$ cat config.mk
export PLATFORM = sky130hd
export DESIGN_NAME = ssq_smoke_alarm_sequencer
export DESIGN_NICKNAME = d
export VERILOG_FILES = /design/src/verilog/ssq_pkg.sv /design/src/verilog/ssq_smoke_alarm_sequencer.sv
export SDC_FILE = /design/constraint.sdc
export NUM_CORES = 1
export LEC_CHECK = 0
export ABC_AREA = 1
export BUFFER_PORTS_ARGS = -buffer_cell sky130_fd_sc_hd__buf_2
export CAP_MARGIN = 25
export CORE_MARGIN = 2
export CORE_UTILIZATION = 30
export CTS_CLUSTER_SIZE = 25
export DETAILED_ROUTE_END_ITERATION = 7
export GPL_ROUTABILITY_DRIVEN = 0
export SYNTH_ARGS = -nofsm -noshare
export SYNTH_HDL_FRONTEND = slang
export SYNTH_SLANG_ARGS = --single-unit
$ cat constraint.sdc
create_clock -name mclk -period 3.45 [get_ports mclk]
set_input_delay 0 -clock mclk [delete_from_list [all_inputs] [get_ports mclk]]
set_output_delay 0 -clock mclk [all_outputs]
set_load 0.01 [all_outputs]
$ cat src/verilog/ssq_pkg.sv
// Purpose: Shared constants and carrier types for the smoke alarm sequencer.
// Assumes: mclk runs at 20 MHz; one oscillator period is built from mclk cycles.
// Notes: Oscillator-tick slots are positions inside a free-running 4096-tick frame.
`default_nettype none

package ssq_pkg;

	// ************************************************************
	// Timing
	// ************************************************************
	localparam int CLK_PERIOD_NS = 50;
	localparam int OSC_PERIOD_US = 7900;
	localparam int OSC_DIV_DEFAULT = OSC_PERIOD_US * 1000 / CLK_PERIOD_NS;
	localparam int EMIT_WIDTH_US = 105;
	localparam int EMIT_CYCLES = EMIT_WIDTH_US * 1000 / CLK_PERIOD_NS;
	localparam int MUTE_WINDOW_MIN = 8;
	localparam int MUTE_TICKS_DEFAULT = MUTE_WINDOW_MIN * 60 * 1000000 / OSC_PERIOD_US;
	localparam int IO_CONFIRM_MS = 10;
	localparam int IO_CONFIRM_RAW = IO_CONFIRM_MS * 1000 / OSC_PERIOD_US;
	localparam int IO_CONFIRM_TICKS = (IO_CONFIRM_RAW < 1) ? 1 : IO_CONFIRM_RAW;

	// ************************************************************
	// Slots in the oscillator-tick frame
	// ************************************************************
	localparam logic [9:0] SMOKE_SLOT = 10'h000;
	localparam logic [11:0] CHAMBER_SLOT = 12'h220;
	localparam logic [11:0] LOWSUP_SLOT = 12'h640;
	localparam logic [6:0] FAST_SLOT = 7'h00;
	localparam logic [6:0] IO_SLOT = 7'h10;
	localparam logic [11:0] CHIRP_SLOT = 12'h400;
	localparam logic [11:0] LED_SLOW_SLOT = 12'h010;
	localparam logic [7:0] LED_FAST_SLOT = 8'h08;
	localparam logic [4:0] MEM_CHIRP_SLOT = 5'h00;
	localparam logic [4:0] MOD_ON_TICKS = 5'h18;
	localparam logic [1:0] TEST_ALARM_PULSE = 2'h1;
	localparam logic [1:0] TEST_EXIT_PULSES = 2'h2;

	// ************************************************************
	// Types
	// ************************************************************
	typedef enum logic [2:0] {
		MD_STANDBY, MD_SPEEDUP, MD_LOCAL, MD_MUTE,
		MD_REMOTE, MD_TEST, MD_TESTEXIT, MD_MEMTEST
	} ssq_mode_t;

	typedef enum logic [1:0] {PR_NONE, PR_SMOKE, PR_CHAMBER, PR_TEST} ssq_probe_t;

	typedef struct packed {
		logic testReq;
		logic muteReq;
		logic smoke;
		logic highSmoke;
		logic lowSupply;
		logic io;
	} ssq_pins_t;

	typedef struct packed {
		logic emitterPulse;
		logic strobe;
		logic highGain;
		logic highSmokeRef;
		logic lowSupplyLoad;
		logic hornBrass;
		logic hornSilver;
		logic led_n;
		logic ioOut;
		logic ioOe;
		logic timedHornSilence;
	} ssq_drive_t;

	typedef struct packed {
		ssq_pins_t sync1;
		ssq_pins_t sync2;
		logic ioPrev;
		logic ioEdge;
		logic ioConfirm;
		logic [17:0] oscDiv;
		logic [11:0] oscCnt;
		ssq_mode_t mode;
		ssq_probe_t probe;
		logic lowLoadNow;
		logic alarmMem;
		logic lowBat;
		logic chamberBad;
		logic [1:0] testPulses;
		logic testAlarm;
		logic [15:0] muteLeft;
		ssq_drive_t drive;
	} ssq_state_t;

endpackage

`default_nettype wire

$ cat src/verilog/ssq_smoke_alarm_sequencer.sv
// Purpose: Digital sequencer of a photoelectric smoke alarm: probe timing,
//          remote line filtering, horn patterns, LED rates, test, memory and mute.
// Assumes: Analog comparators and the three-level test/mute decode sit outside.
// Notes: One oscillator period is OSC_DIV mclk cycles; all timing but the emitter width counts in ticks.
//        Every mode and probe decision is taken on the mclk edge that ends an oscillator period.
//        Outputs are registered copies of the next state, so each output level
//        changes together with the mode that asks for it.
//        A short divider for simulation squeezes the emitter to one mclk cycle.
`timescale 1ns/1ps
`default_nettype none

module ssq_smoke_alarm_sequencer
	import ssq_pkg::*;
#(
	parameter int OSC_DIV = OSC_DIV_DEFAULT,
	parameter int MUTE_TICKS = MUTE_TICKS_DEFAULT
)
(
	// Clock and reset
	input wire logic mclk,
	input wire logic rst_n,
	// Pins and comparator results
	input wire ssq_pkg::ssq_pins_t pinsIn,
	// Drivers
	output var ssq_pkg::ssq_drive_t drive
);
	import ssq_pkg::*;

	localparam logic [17:0] DIV_LAST = 18'(OSC_DIV - 1);
	// The emitter occupies the tail of the strobe period. When the period is
	// shorter than the emitter width, only its last mclk cycle is used, so the
	// start never wraps below zero.
	localparam logic [17:0] EMIT_START = (OSC_DIV > EMIT_CYCLES)
		? 18'(OSC_DIV - EMIT_CYCLES)
		: DIV_LAST;
	localparam logic [15:0] MUTE_LOAD = 16'(MUTE_TICKS);
	localparam logic [1:0] CONFIRM_LOAD = 2'(IO_CONFIRM_TICKS);

	ssq_state_t s;
	ssq_state_t next_s;

	// ************************************************************
	// Decoding helpers
	// ************************************************************

	// Modes in which smoke is probed at the speed-up rate.
	function automatic logic isFast(input ssq_mode_t m);
		isFast = (m == MD_SPEEDUP) || (m == MD_LOCAL) || (m == MD_MUTE);
	endfunction

	// Modes belonging to a pushbutton test.
	function automatic logic isTest(input ssq_mode_t m);
		isTest = (m == MD_TEST) || (m == MD_TESTEXIT) || (m == MD_MEMTEST);
	endfunction

	// Modes in which the remote line is watched.
	function automatic logic watchesIo(input ssq_mode_t m);
		watchesIo = (m == MD_STANDBY) || (m == MD_SPEEDUP) || (m == MD_MUTE);
	endfunction

	logic tick;
	logic ioRise;
	logic [11:0] nc;
	logic smokeSeen;
	logic highSeen;
	logic toneOn;
	logic chirpOn;
	logic ledPulse;
	logic ioDrive;
	logic [1:0] confirmLeft;

	// ************************************************************
	// Next-state logic
	// ************************************************************
	always_comb
	begin
		next_s = s;
		confirmLeft = 2'h0;
		tick = (s.oscDiv == DIV_LAST);
		nc = s.oscCnt + 12'h001;
		smokeSeen = s.sync2.smoke;
		highSeen = s.sync2.highSmoke;

		// Input synchronisers.
		next_s.sync1 = pinsIn;
		next_s.sync2 = s.sync1;
		next_s.ioPrev = s.sync2.io;

		// Edge capture. The line is ignored while this unit drives it, so
		// that its own alarm does not come back to it as a remote one.
		ioRise = s.sync2.io && !s.ioPrev && !s.drive.ioOe;
		if (ioRise)
			next_s.ioEdge = 1'b1;

		// Oscillator divider and tick frame.
		next_s.oscDiv = tick ? 18'h0_0000 : s.oscDiv + 18'h0_0001;

		if (tick)
		begin
			next_s.oscCnt = nc;

			// Results of the probe that ends with this tick.
			if (s.lowLoadNow)
				next_s.lowBat = s.sync2.lowSupply;
			if (s.probe == PR_CHAMBER)
				next_s.chamberBad = !smokeSeen;

			// Mode sequencing. Smoke climbs from standby through speed-up to
			// the local alarm; a smoke-probe miss in speed-up, local or mute falls back to standby.
			// Mute is a silenced local alarm with its own window. A remote
			// alarm holds until the line is seen low at its sampling slot.
			// The pushbutton test runs its own probe slots and leaves through
			// the exit mode, which counts the closing probes; the memory test
			// returns straight to standby on release.
			case (s.mode)
				MD_STANDBY:
				begin
					if (s.probe == PR_SMOKE && smokeSeen)
						next_s.mode = MD_SPEEDUP;
				end
				MD_SPEEDUP:
				begin
					if (s.probe == PR_SMOKE)
					begin
						next_s.mode = smokeSeen ? MD_LOCAL : MD_STANDBY;
						if (smokeSeen)
							next_s.alarmMem = 1'b1;
					end
				end
				MD_LOCAL:
				begin
					if (s.probe == PR_SMOKE && !smokeSeen)
						next_s.mode = MD_STANDBY;
				end
				MD_MUTE:
				begin
					if (s.probe == PR_SMOKE && !smokeSeen)
					begin
						next_s.mode = MD_STANDBY;
						next_s.muteLeft = 16'h0000;
					end
					else if (s.probe == PR_SMOKE && highSeen)
						next_s.mode = MD_LOCAL;
					else if (s.muteLeft == 16'h0000)
						next_s.mode = MD_LOCAL;
					else
						next_s.muteLeft = s.muteLeft - 16'h0001;
				end
				MD_REMOTE:
				begin
					if (nc[6:0] == IO_SLOT && !s.sync2.io)
						next_s.mode = MD_STANDBY;
					if (s.probe == PR_SMOKE && smokeSeen)
						next_s.mode = MD_LOCAL;
				end
				MD_TEST:
				begin
					if (s.probe == PR_TEST)
					begin
						if (s.testPulses != 2'h3)
							next_s.testPulses = s.testPulses + 2'h1;
						if (s.testPulses >= TEST_ALARM_PULSE && smokeSeen)
							next_s.testAlarm = 1'b1;
					end
					if (!s.sync2.testReq)
					begin
						next_s.mode = MD_TESTEXIT;
						next_s.testPulses = 2'h0;
						next_s.alarmMem = 1'b0;
					end
				end
				MD_TESTEXIT:
				begin
					if (s.probe == PR_TEST)
					begin
						next_s.testPulses = s.testPulses + 2'h1;
						if (s.testPulses + 2'h1 == TEST_EXIT_PULSES)
						begin
							next_s.mode = MD_STANDBY;
							next_s.testAlarm = 1'b0;
							next_s.testPulses = 2'h0;
						end
					end
				end
				MD_MEMTEST:
				begin
					if (!s.sync2.testReq)
					begin
						next_s.alarmMem = 1'b0;
						next_s.mode = MD_STANDBY;
					end
				end
				default:
				begin
					next_s.mode = MD_STANDBY;
				end
			endcase

			// Remote line: first sample, then confirmation. A single glitch
			// on the line sets the edge flag but fails the second look, so
			// it never starts an alarm on its own.
			// Remote line: first sample, then confirmation.
			if (s.ioConfirm)
			begin
				next_s.ioConfirm = 1'b0;
				if (s.sync2.io && watchesIo(next_s.mode))
					next_s.mode = MD_REMOTE;
			end
			else if (nc[6:0] == IO_SLOT && watchesIo(s.mode) && s.ioEdge)
			begin
				// An edge landing on the sampling cycle waits for the next sample.
				next_s.ioEdge = ioRise;
				confirmLeft = CONFIRM_LOAD;
				next_s.ioConfirm = (confirmLeft != 2'h0);
			end

			// Pushbutton has priority over mute and cancels it.
			if (s.sync2.testReq && !isTest(s.mode))
			begin
				next_s.mode = s.alarmMem ? MD_MEMTEST : MD_TEST;
				next_s.muteLeft = 16'h0000;
				next_s.testPulses = 2'h0;
				next_s.testAlarm = 1'b0;
				next_s.ioConfirm = 1'b0;
			end
			else if (s.sync2.muteReq && !s.sync2.testReq && s.mode == MD_LOCAL)
			begin
				next_s.mode = MD_MUTE;
				next_s.muteLeft = MUTE_LOAD;
			end

			// Schedule the probe for the coming oscillator period. At most
			// one probe runs per period; test probes win over smoke probes,
			// and the chamber probe only runs in quiet standby.
			// Schedule the probe for the coming oscillator period.
			next_s.probe = PR_NONE;
			if (next_s.mode == MD_TEST || next_s.mode == MD_TESTEXIT)
			begin
				if (nc[6:0] == FAST_SLOT)
					next_s.probe = PR_TEST;
			end
			else if (next_s.mode == MD_MEMTEST)
				next_s.probe = PR_NONE;
			else if (isFast(next_s.mode) && nc[6:0] == FAST_SLOT)
				next_s.probe = PR_SMOKE;
			else if (nc[9:0] == SMOKE_SLOT)
				next_s.probe = PR_SMOKE;
			else if (nc == CHAMBER_SLOT && next_s.mode == MD_STANDBY)
				next_s.probe = PR_CHAMBER;

			// Low-supply load only in quiet standby on its own slot.
			next_s.lowLoadNow = (nc == LOWSUP_SLOT) && (next_s.mode == MD_STANDBY)
				&& (next_s.probe == PR_NONE) && !next_s.testAlarm;
		end

		// ********************************************************
		// Output decode from the next state
		// ********************************************************
		// Decoding the next state rather than the current one lets every
		// output come straight from the state register without a cycle
		// of lag behind the mode change.
		toneOn = ((next_s.mode == MD_LOCAL) || (next_s.mode == MD_REMOTE)
			|| next_s.testAlarm) && (next_s.oscCnt[4:0] < MOD_ON_TICKS);
		chirpOn = 1'b0;
		if (next_s.mode == MD_STANDBY && (next_s.lowBat || next_s.chamberBad)
			&& next_s.oscCnt == CHIRP_SLOT && !next_s.lowLoadNow)
			chirpOn = 1'b1;
		if (next_s.mode == MD_MEMTEST && next_s.oscCnt[4:0] == MEM_CHIRP_SLOT)
			chirpOn = 1'b1;

		case (next_s.mode)
			MD_STANDBY, MD_SPEEDUP:
				ledPulse = (next_s.oscCnt == LED_SLOW_SLOT);
			MD_REMOTE:
				ledPulse = 1'b0;
			default:
				ledPulse = (next_s.oscCnt[7:0] == LED_FAST_SLOT);
		endcase

		ioDrive = (next_s.mode == MD_LOCAL) || next_s.testAlarm;

		next_s.drive.strobe = (next_s.probe != PR_NONE);
		next_s.drive.emitterPulse = (next_s.probe != PR_NONE)
			&& (next_s.oscDiv >= EMIT_START);
		next_s.drive.highGain = (next_s.probe == PR_CHAMBER)
			|| (next_s.mode == MD_TEST);
		next_s.drive.highSmokeRef = (next_s.mode == MD_MUTE);
		next_s.drive.lowSupplyLoad = next_s.lowLoadNow;
		next_s.drive.hornBrass = toneOn || chirpOn;
		next_s.drive.hornSilver = toneOn || chirpOn;
		next_s.drive.led_n = !ledPulse;
		next_s.drive.ioOut = ioDrive;
		next_s.drive.ioOe = ioDrive;
		next_s.drive.timedHornSilence = (next_s.mode == MD_MUTE);
	end

	// ************************************************************
	// State register
	// ************************************************************
	// Reset clears every counter and leaves the shared line undriven and the
	// LED dark, so a supply change never signals to the other units.
	always_ff @(posedge mclk or negedge rst_n)
	begin
		if (!rst_n)
		begin
			s <= '0;
			s.drive.led_n <= 1'b1;
		end
		else
			s <= next_s;
	end

	assign drive = s.drive;

endmodule

`default_nettype wire

# --- After elaboration in Yosys (flattened, before gate mapping) ---
# Cells that the tools add are included.
totals:
  reg_bits: 80
  input_bits: 8
classes:
  add_sub_neg: 4
  magnitude_cmp: 3
  eq_ne: 43
  mux: 60
  n_reduce_logical: 65
op_table:
  columns: ["cell", "n"]
  rows:
  - ["$mux W16", 6]
  - ["$mux W3", 23]
  - ["$mux W40", 1]
  - ["$eq A3 B3 Y1 const B", 10]
  - ["$mux W2", 13]
  - ["$eq A12 B11 Y1 const B", 2]
  - ["$logic_and A1 B1 Y1", 24]
  - ["$pmux W3 S8", 1]
  - ["$eq A3 B2 Y1 const B", 7]
  - ["$add A18 B1 Y18 const B", 1]
  - ["$eq A18 B18 Y1 const B", 1]
  - ["$ge A18 B18 Y1 const B", 1]
  - ["$mux W18", 1]
  - ["$logic_not A16 Y1", 1]
  - ["$sub A16 B1 Y16 const B", 1]
  - ["$logic_or A1 B1 Y1", 15]
  - ["$add A12 B1 Y12 const B", 1]
  - ["$eq A12 B10 Y1 const B", 1]
  - ["$eq A12 B5 Y1 const B", 1]
  - ["$eq A3 B1 Y1 const B", 4]
  - ["$logic_not A3 Y1", 4]
  - ["$mux W1", 12]
  - ["$logic_not A10 Y1", 1]
  - ["$ne A5 B4 Y1 const B", 2]
  - ["other kinds (22)", 41]

# --- Logic depth before layout (Yosys ltp) ---
# Gate-level depths: netlist of run 1.
logic_depth:
  depth_word: 35
  depth_mapped: 24
  depth_no_buf: 24

# --- Worst setup path after synthesis of run 1 ---
# No wires, ideal clock.
synth_path:
  path_kind: "reg2reg"
  startpoint: "register s[39] in the netlist's numbering"
  endpoint: "register, netlist name drive[8]"
  t_arrival_ns: 2.051
  t_required_ns: 3.334
  slack_ns: 1.282
  stages_incl_launch_ff: 20
  cell_sequence: "dfrtp_1 > ha_1 > xnor2_1 > nand2_1 > nor2_4 > nand4_2 > a21oi_2 > nand3_2 > nand2_1 > nand2_2 > nand2_4 > nand2_4 > nand2_2 > inv_1 > nand2_1 > nand3_2 > nand2_4 > inv_4 > nand2_2 > nand2_1"
synth_rtl:
  columns: ["element", "line", "text"]
  rows:
  - ["start: declaration", "ssq_smoke_alarm_sequencer.sv:39", "ssq_state_t s;"]
  - ["start signal: assignment", "ssq_smoke_alarm_sequencer.sv:310", "s <= next_s;"]

==> results of run 1 <==
[worst reg2reg max path, stage by stage (launching register included)]
cell and delay [ns]:
dfrtp_1 0.40, nor2_1 0.14, nand3_1 0.12, nor2_1 0.20, nand3_4 0.28, inv_2 0.41, nor2_1 0.08, a21oi_1 0.12
inv_1 0.06, nor2_1 0.08, nand2_1 0.09, nor4_1 0.20, a21oi_1 0.10, nand3b_1 0.16
[cells in the final DEF, fill, tap and decap left out, types with 4 or more instances in the layout]
| cell | n |
|---|---|
| buf_2 | 17 |
| xor2_1 | 17 |
| nand3_1 | 32 |
| nand2_2 | 9 |
| buf_4 | 4 |
| nor2_1 | 65 |
| nor2_2 | 7 |
| ha_1 | 9 |
| o21ai_1 | 4 |
| dfrtp_1 | 79 |
| a21oi_1 | 18 |
| clkbuf_16 | 9 |
| nand3_2 | 7 |
| nor3_1 | 13 |
| o21ai_2 | 4 |
| o21ai_0 | 26 |
| nand4_1 | 19 |
| inv_2 | 17 |
| nand2_1 | 108 |
| inv_1 | 78 |
| o22ai_1 | 7 |
| dlygate4sd3_1 | 7 |
| nand2_4 | 4 |
| a31oi_1 | 8 |
[cell families (layout without fill, tap and decap cells)]
family	count (synthesis)	count (layout)	synth area share [%]
AO/OA/AOI/OAI	89	89	11.93
adder cells (fa/ha/maj)	9	9	2.375
XOR/XNOR	20	20	3.695
flip-flops	80	80	42.25
buffers and inverters	114	141	10.21
multiplexers	1	1	0.2111
AND/OR/NAND/NOR	282	282	29.32
[cell usage after synthesis, types with 7 or more instances]
cell type	number
nand2_1	108
dfrtp_1	79
inv_1	78
nor2_1	65
nand3_1	32
o21ai_0	26
nand4_1	19
a21oi_1	18
inv_2	17
xor2_1	17
buf_4	13
nor3_1	13
ha_1	9
nand2_2	9
a31oi_1	8
nand3_2	7
nor2_2	7
o22ai_1	7
[sequential cells by signal (all words and copies together) (netlist names)]
register,cells
highSeen,1
s,63
smokeSeen,1
next_s,7
drive,8
[layer usage]
layer	wire length [um]	GRT usage, %	up-vias
li1	-	-	1988
met1	5255	18.77	1854
met2	5008	22.64	94
met3	510	4.346	17
met4	237	5.313	0
met5	0	0	-
[worst min path at each step]
stage	start	endpoint	slack, ns	depth (start not counted)
after floorplan	rst_n	drive[0]	-0.30	0
after global placement	pinsIn[0]	next_s[72]	0.11	1
after detailed placement	pinsIn[4]	next_s[76]	0.11	1
after global routing	pinsIn[5]	next_s[77]	0.28	2
final	pinsIn[5]	next_s[77]	0.29	2
after CTS	pinsIn[0]	next_s[72]	0.28	2
[power by group through the flow]
stage / Combinational (mW) / Clock [mW] / Sequential, mW
after CTS: 0.0495 / 1.07 / 0.952
final: 0.0472 / 1.05 / 0.952
after global placement: 0.0432 / 0 / 0.969
after global routing: 0.0547 / 1.12 / 0.952
after floorplan: 0.0145 / 0 / 0.967
after detailed placement: 0.0432 / 0 / 0.969
[cell type report]
class,instances,area [um^2]
well taps,211,264.0
multi-input cells,401,2253
inverters,97,366.6
flip-flops and latches,80,2003
repair buffers,28,185.2
clock inverters,3,65.06
clock buffers,13,260.3
fillers,1638,9917
[through the flow]
stage,instances,power (mW),setup slack (ns),hold WS [ns]
floorplan,595,0.9812,1.282,-0.2956
global placement,810,1.012,0.9554,0.1103
detailed placement,810,1.012,0.9202,0.1109
CTS,833,2.076,0.9019,0.2821
global route,833,2.128,0.6025,0.2781
finish,833,2.046,0.9364,0.2935
[timing repair]
item,4_1_cts,5_1_grt
hold endpoints to repair,69,0
setup endpoints to repair,0,0
hold buffers,7,0
==> run metrics, run 1 <==
outcome=complete, no violations; Slew Limit Fails=0; vias in the first global route=3865; Setup crit end kind=flip-flop; library cells used by synthesis=54; Overflow after GRT=0; main area contributors after synthesis=dfrtp_1, nand2_1, inv_1; most used cell, CP=nor2_1; worst clock skew=approximately 0.0076 ns; pin count of the biggest net entering global routing=66; GRT Resource Usage Total=14.39%; final instance area=~5400 um^2; First-pass DRT Iterations=6; share of cells above drive strength 1=16.40%; fin crit share=72.86%; Post-Syn Area=about 4700 um^2; Static Leak=2.723 nW; final setup vio count=0; Critical Path Max Stage Delay=between 0.4 and 0.5 ns; Slew @ Worst Pin=0.8449 ns; core area=15310 um^2; DR iter-0 viols=approximately 380; via count=3953; Worst path depth=13; Core Util, Final=35.25%; Routed Antenna Nets=0; cell family with most CP delay=simple AND/OR/NAND/NOR gates; worst flop-to-flop path startpoint=s[67]; crit-path max FO=24; port bufs=18; Hold Fails Final Rpt=0; Synthesized Nets=612; RR Endpoint=drive[3]; pwr dens=379.0 nW/um^2; die area=16820 um^2; Yosys reg bits=80; Ports=19; mean area per synthesized cell=around 8.0 um^2; CP Class=flip-flop to flip-flop; crit path to=drive[3]; CTS H-tree depth=3; cell area after placement=approximately 5000 um^2; Crit. Startpoint=s[67]; nets=approximately 630; Buffers & Inverters on Critical Path=2; area leader, netlist=dfrtp_1; Die H=129.7 um; Internal=about 1.6 mW; Antenna diodes=0; CTS root buffer=clkbuf_16; routed wire length=about 11 mm; number of synthesized flops with an enable pin=0; CP max-delay cell=inv_2; Gate power share=between 2 and 2.5%; CTS sink count=80; first-pass GRT wire length=18.89 mm; FP Rows=between 40 and 50; initial antenna violation count=0; starting density of the core=30.96%; post-synth top area share=a little over two fifths; Routed wire per std cell=approximately 13 um; Synth warnings=0; Fmax=slightly below 400 MHz; RSZ-0062 raised after global routing=false; Die W=roughly 130 um; Resized Gates After CTS=0; CTS tree=done; crit start category=flip-flop; Worst R2R Path Depth=13; WP data required=~3.7 ns; clock group share of total power=between 50% and 60%; Peak VDD IR=0.2106 mV; clk slew on worst S/H paths=approximately 0.060 ns; Sequential Power Share=a little under half; drt drc=0; TNS Setup=0 ns; post-synthesis sequential area ratio=42.25%; Max Cap Viol=0; DP HPWL=between 8 and 9 mm; Sw Share=approximately 20%; Reg2Reg Setup Slack=between 0.9 and 1 ns; async set-or-reset flop fraction in the synthesized netlist=100.0%; Hold Path Class=primary input to flip-flop; vias per inst=4.745; Psw=slightly above 400 uW; crit path cell chain=nor2_1 > nand3_1 > nor2_1 > nand3_4 > inv_2 > nor2_1 > a21oi_1 > inv_1 > nor2_1 > nand2_1 > nor4_1 > a21oi_1 > nand3b_1; Cells after Synth=595; CTS Buffer Depth=2; later-pin clock latency in the skew report=around 0.35 ns; ys flop type=dfrtp_1; post-CTS setup buffer count=0; Layout area overhead=13.86%; CTS Buf Count=9; worst endpoint data arrival time=~2.8 ns; fin crit period=2.514 ns; Slew HR=43.67%
(Power assumes the default switching activity.)
==> run 2, diff against run 1 <==
==> constraint.sdc (replaced) <==
create_clock -name mclk -period 2.37 [get_ports mclk]
set_input_delay 0 -clock mclk [delete_from_list [all_inputs] [get_ports mclk]]
set_output_delay 0 -clock mclk [all_outputs]
set_load 0.01 [all_outputs]
==> run metrics, run 2 (synthesized netlist as in run 1, its figures left out) <==
global-route met2 utilization=a little under a quarter; Max Cap Viol=0; vias in the first global route=4004; Overflow after GRT=0; cell area after placement=between 5000 and 6000 um^2; Critical Path Max Stage Delay=~0.42 ns; CTS Buffer Depth=2; Peak VDD IR=around 0.31 mV; Hold Path Class=primary input to asynchronous set/reset pin; crit path cell chain=ha_4 > nand2_1 > inv_1 > nand2_2 > nand2_2 > nor2_4 > nand4_4 > a21oi_4 > nand3_4 > nand2_1 > nand2_2 > nand2_4 > nand2_4 > nand2_2 > inv_1 > nand2_1 > nand3_2 > nand2_4 > inv_4 > nand2_2 > nand2_1; Slew @ Worst Pin=about 0.54 ns; final setup vio count=0; Die H=~130 um; pin count of the biggest net entering global routing=60; most used cell, CP=nand2_2; First-pass DRT Iterations=5; Internal=between 2 and 2.5 mW; GRT Resource Usage Total=around 15%; Slew Limit Fails=0; Static Leak=between 2 and 3 nW; Antenna diodes=0; DP HPWL=roughly 8.5 mm; crit start category=flip-flop; CP Class=flip-flop to flip-flop; share of cells above drive strength 1=26.50%; Largest Register=s; Slew HR=a little under two thirds; outcome=complete, no violations; crit-path max FO=3; Sw Share=21.16%; final instance area=~6000 um^2; worst clock skew=roughly 0.0073 ns; CTS root buffer=clkbuf_16; TNS Setup=0 ns; fin crit period=roughly 2.3 ns; nets=roughly 700; Ports=19; routed wire length=roughly 12 mm; Psw=about 600 uW; die area=about 17000 um^2; GR peak layer=met2; drt drc=0; Die W=~130 um; RSZ-0062 raised after global routing=true; worst endpoint data arrival time=~2.6 ns; vias per inst=~4.7; starting density of the core=a little under a third; max reg flops=63; first-pass GRT wire length=19.27 mm; worst flop-to-flop path startpoint=s[40]; met3 usage=about 3%; RR Endpoint=drive[8]; DR iter-0 viols=392; CTS tree=done; Sequential Power Share=48.7%; cell family with most CP delay=simple AND/OR/NAND/NOR gates; Routed Antenna Nets=0; FP Rows=45; core area=around 15000 um^2; Worst R2R Path Depth=21; global routing usage on met1=between 10% and 20%; pwr dens=approximately 480 nW/um^2; CTS sink count=80; port bufs=18; commonest non-fill, non-tap cell in the layout=nand2_1; Reg2Reg Setup Slack=roughly 0.027 ns; Layout area overhead=24.86%; fin crit share=approximately 100%; initial antenna violation count=0; Fmax=approximately 430 MHz; via count=between 4000 and 5000; Pwr Total=roughly 2.8 mW; CP max-delay cell=dfrtp_1; Routed wire per std cell=around 13 um; Hold Fails Final Rpt=0; CTS H-tree depth=3; Buffers & Inverters on Critical Path=3; CTS Buf Count=9; Gate power share=about 2.7%; clk slew on worst S/H paths=approximately 0.060 ns; most frequent cells in the layout=nand2_1, inv_1, dfrtp_1; clock group share of total power=48.5%; later-pin clock latency in the skew report=around 0.35 ns; Setup crit end kind=flip-flop; WP data required=~2.6 ns
-- run 2: changes by cell type in the layout (fill, tap and decap cells not counted), moves of 3 or more --
cell	before	now
buf_4	4	48
nor2_1	65	61
nor3_1	13	10
nand2_1	108	99
nand3_1	32	29
nand2_2	9	17
nor3_2	2	5
-- run 2: final cells by class --
cell class / count / area, um^2
clock buffers: 12 / 246.5
inverters: 97 / 374.1
well taps: 211 / 264.0
repair buffers: 75 / 565.5
multi-input cells: 401 / 2421
clock inverters: 3 / 42.54
flip-flops and latches: 80 / 2006
fillers: 1558 / 9395
-- run 2: worst max-delay path by stage --
stage          startpoint         to  cells past startpoint
6_report            s[40]   drive[8]                     21
4_1_cts             s[52]  drive[10]                     16
5_1_grt             s[40]   drive[9]                     19
3_5_place_dp        s[39]   drive[9]                     19
3_3_place_gp        s[39]   drive[8]                     14
2_1_floorplan       s[39]   drive[8]                     19
-- run 2: metal layers --
metal  part of all wire, %  wire length (um)
met1                    46              5388
met5                     0                 0
met3                   3.7               427
met4                   2.9               331
met2                    47              5465
-- run 2: repair_timing --
item | in CTS | in global routing
endpoints found under the hold margin | 85 | 0
setup buffers | 0 | 13
setup endpoints to repair | 0 | 15
resized for setup | 0 | 44
hold buffers | 7 | 0
-- run 2: per-stage QoR --
| stage | hold WS, ns | setup slack, ns | std cells | util (%) |
|---|---|---|---|---|
| 2_1_floorplan | -0.2956 | 0.2021 | 595 | - |
| 3_3_place_gp | 0.1088 | 0.03264 | 843 | 34.28 |
| 3_5_place_dp | -0.06564 | 0.04800 | 844 | 34.46 |
| 4_1_cts | 0.1015 | 0.0008107 | 866 | 36.81 |
| 5_1_grt | 0.1252 | -0.2214 | 879 | 38.65 |
| 6_report | 0.09657 | 0.02667 | 879 | 38.65 |
-- run 2: power groups by stage --
stage	logic [mW]	registers [mW]	clock network (mW)
after floorplan	0.0211	1.41	0
after global placement	0.0649	1.41	0
after detailed placement	0.0707	1.41	0
after CTS	0.0799	1.39	1.42
after global routing	0.0883	1.39	1.48
final	0.0778	1.39	1.38
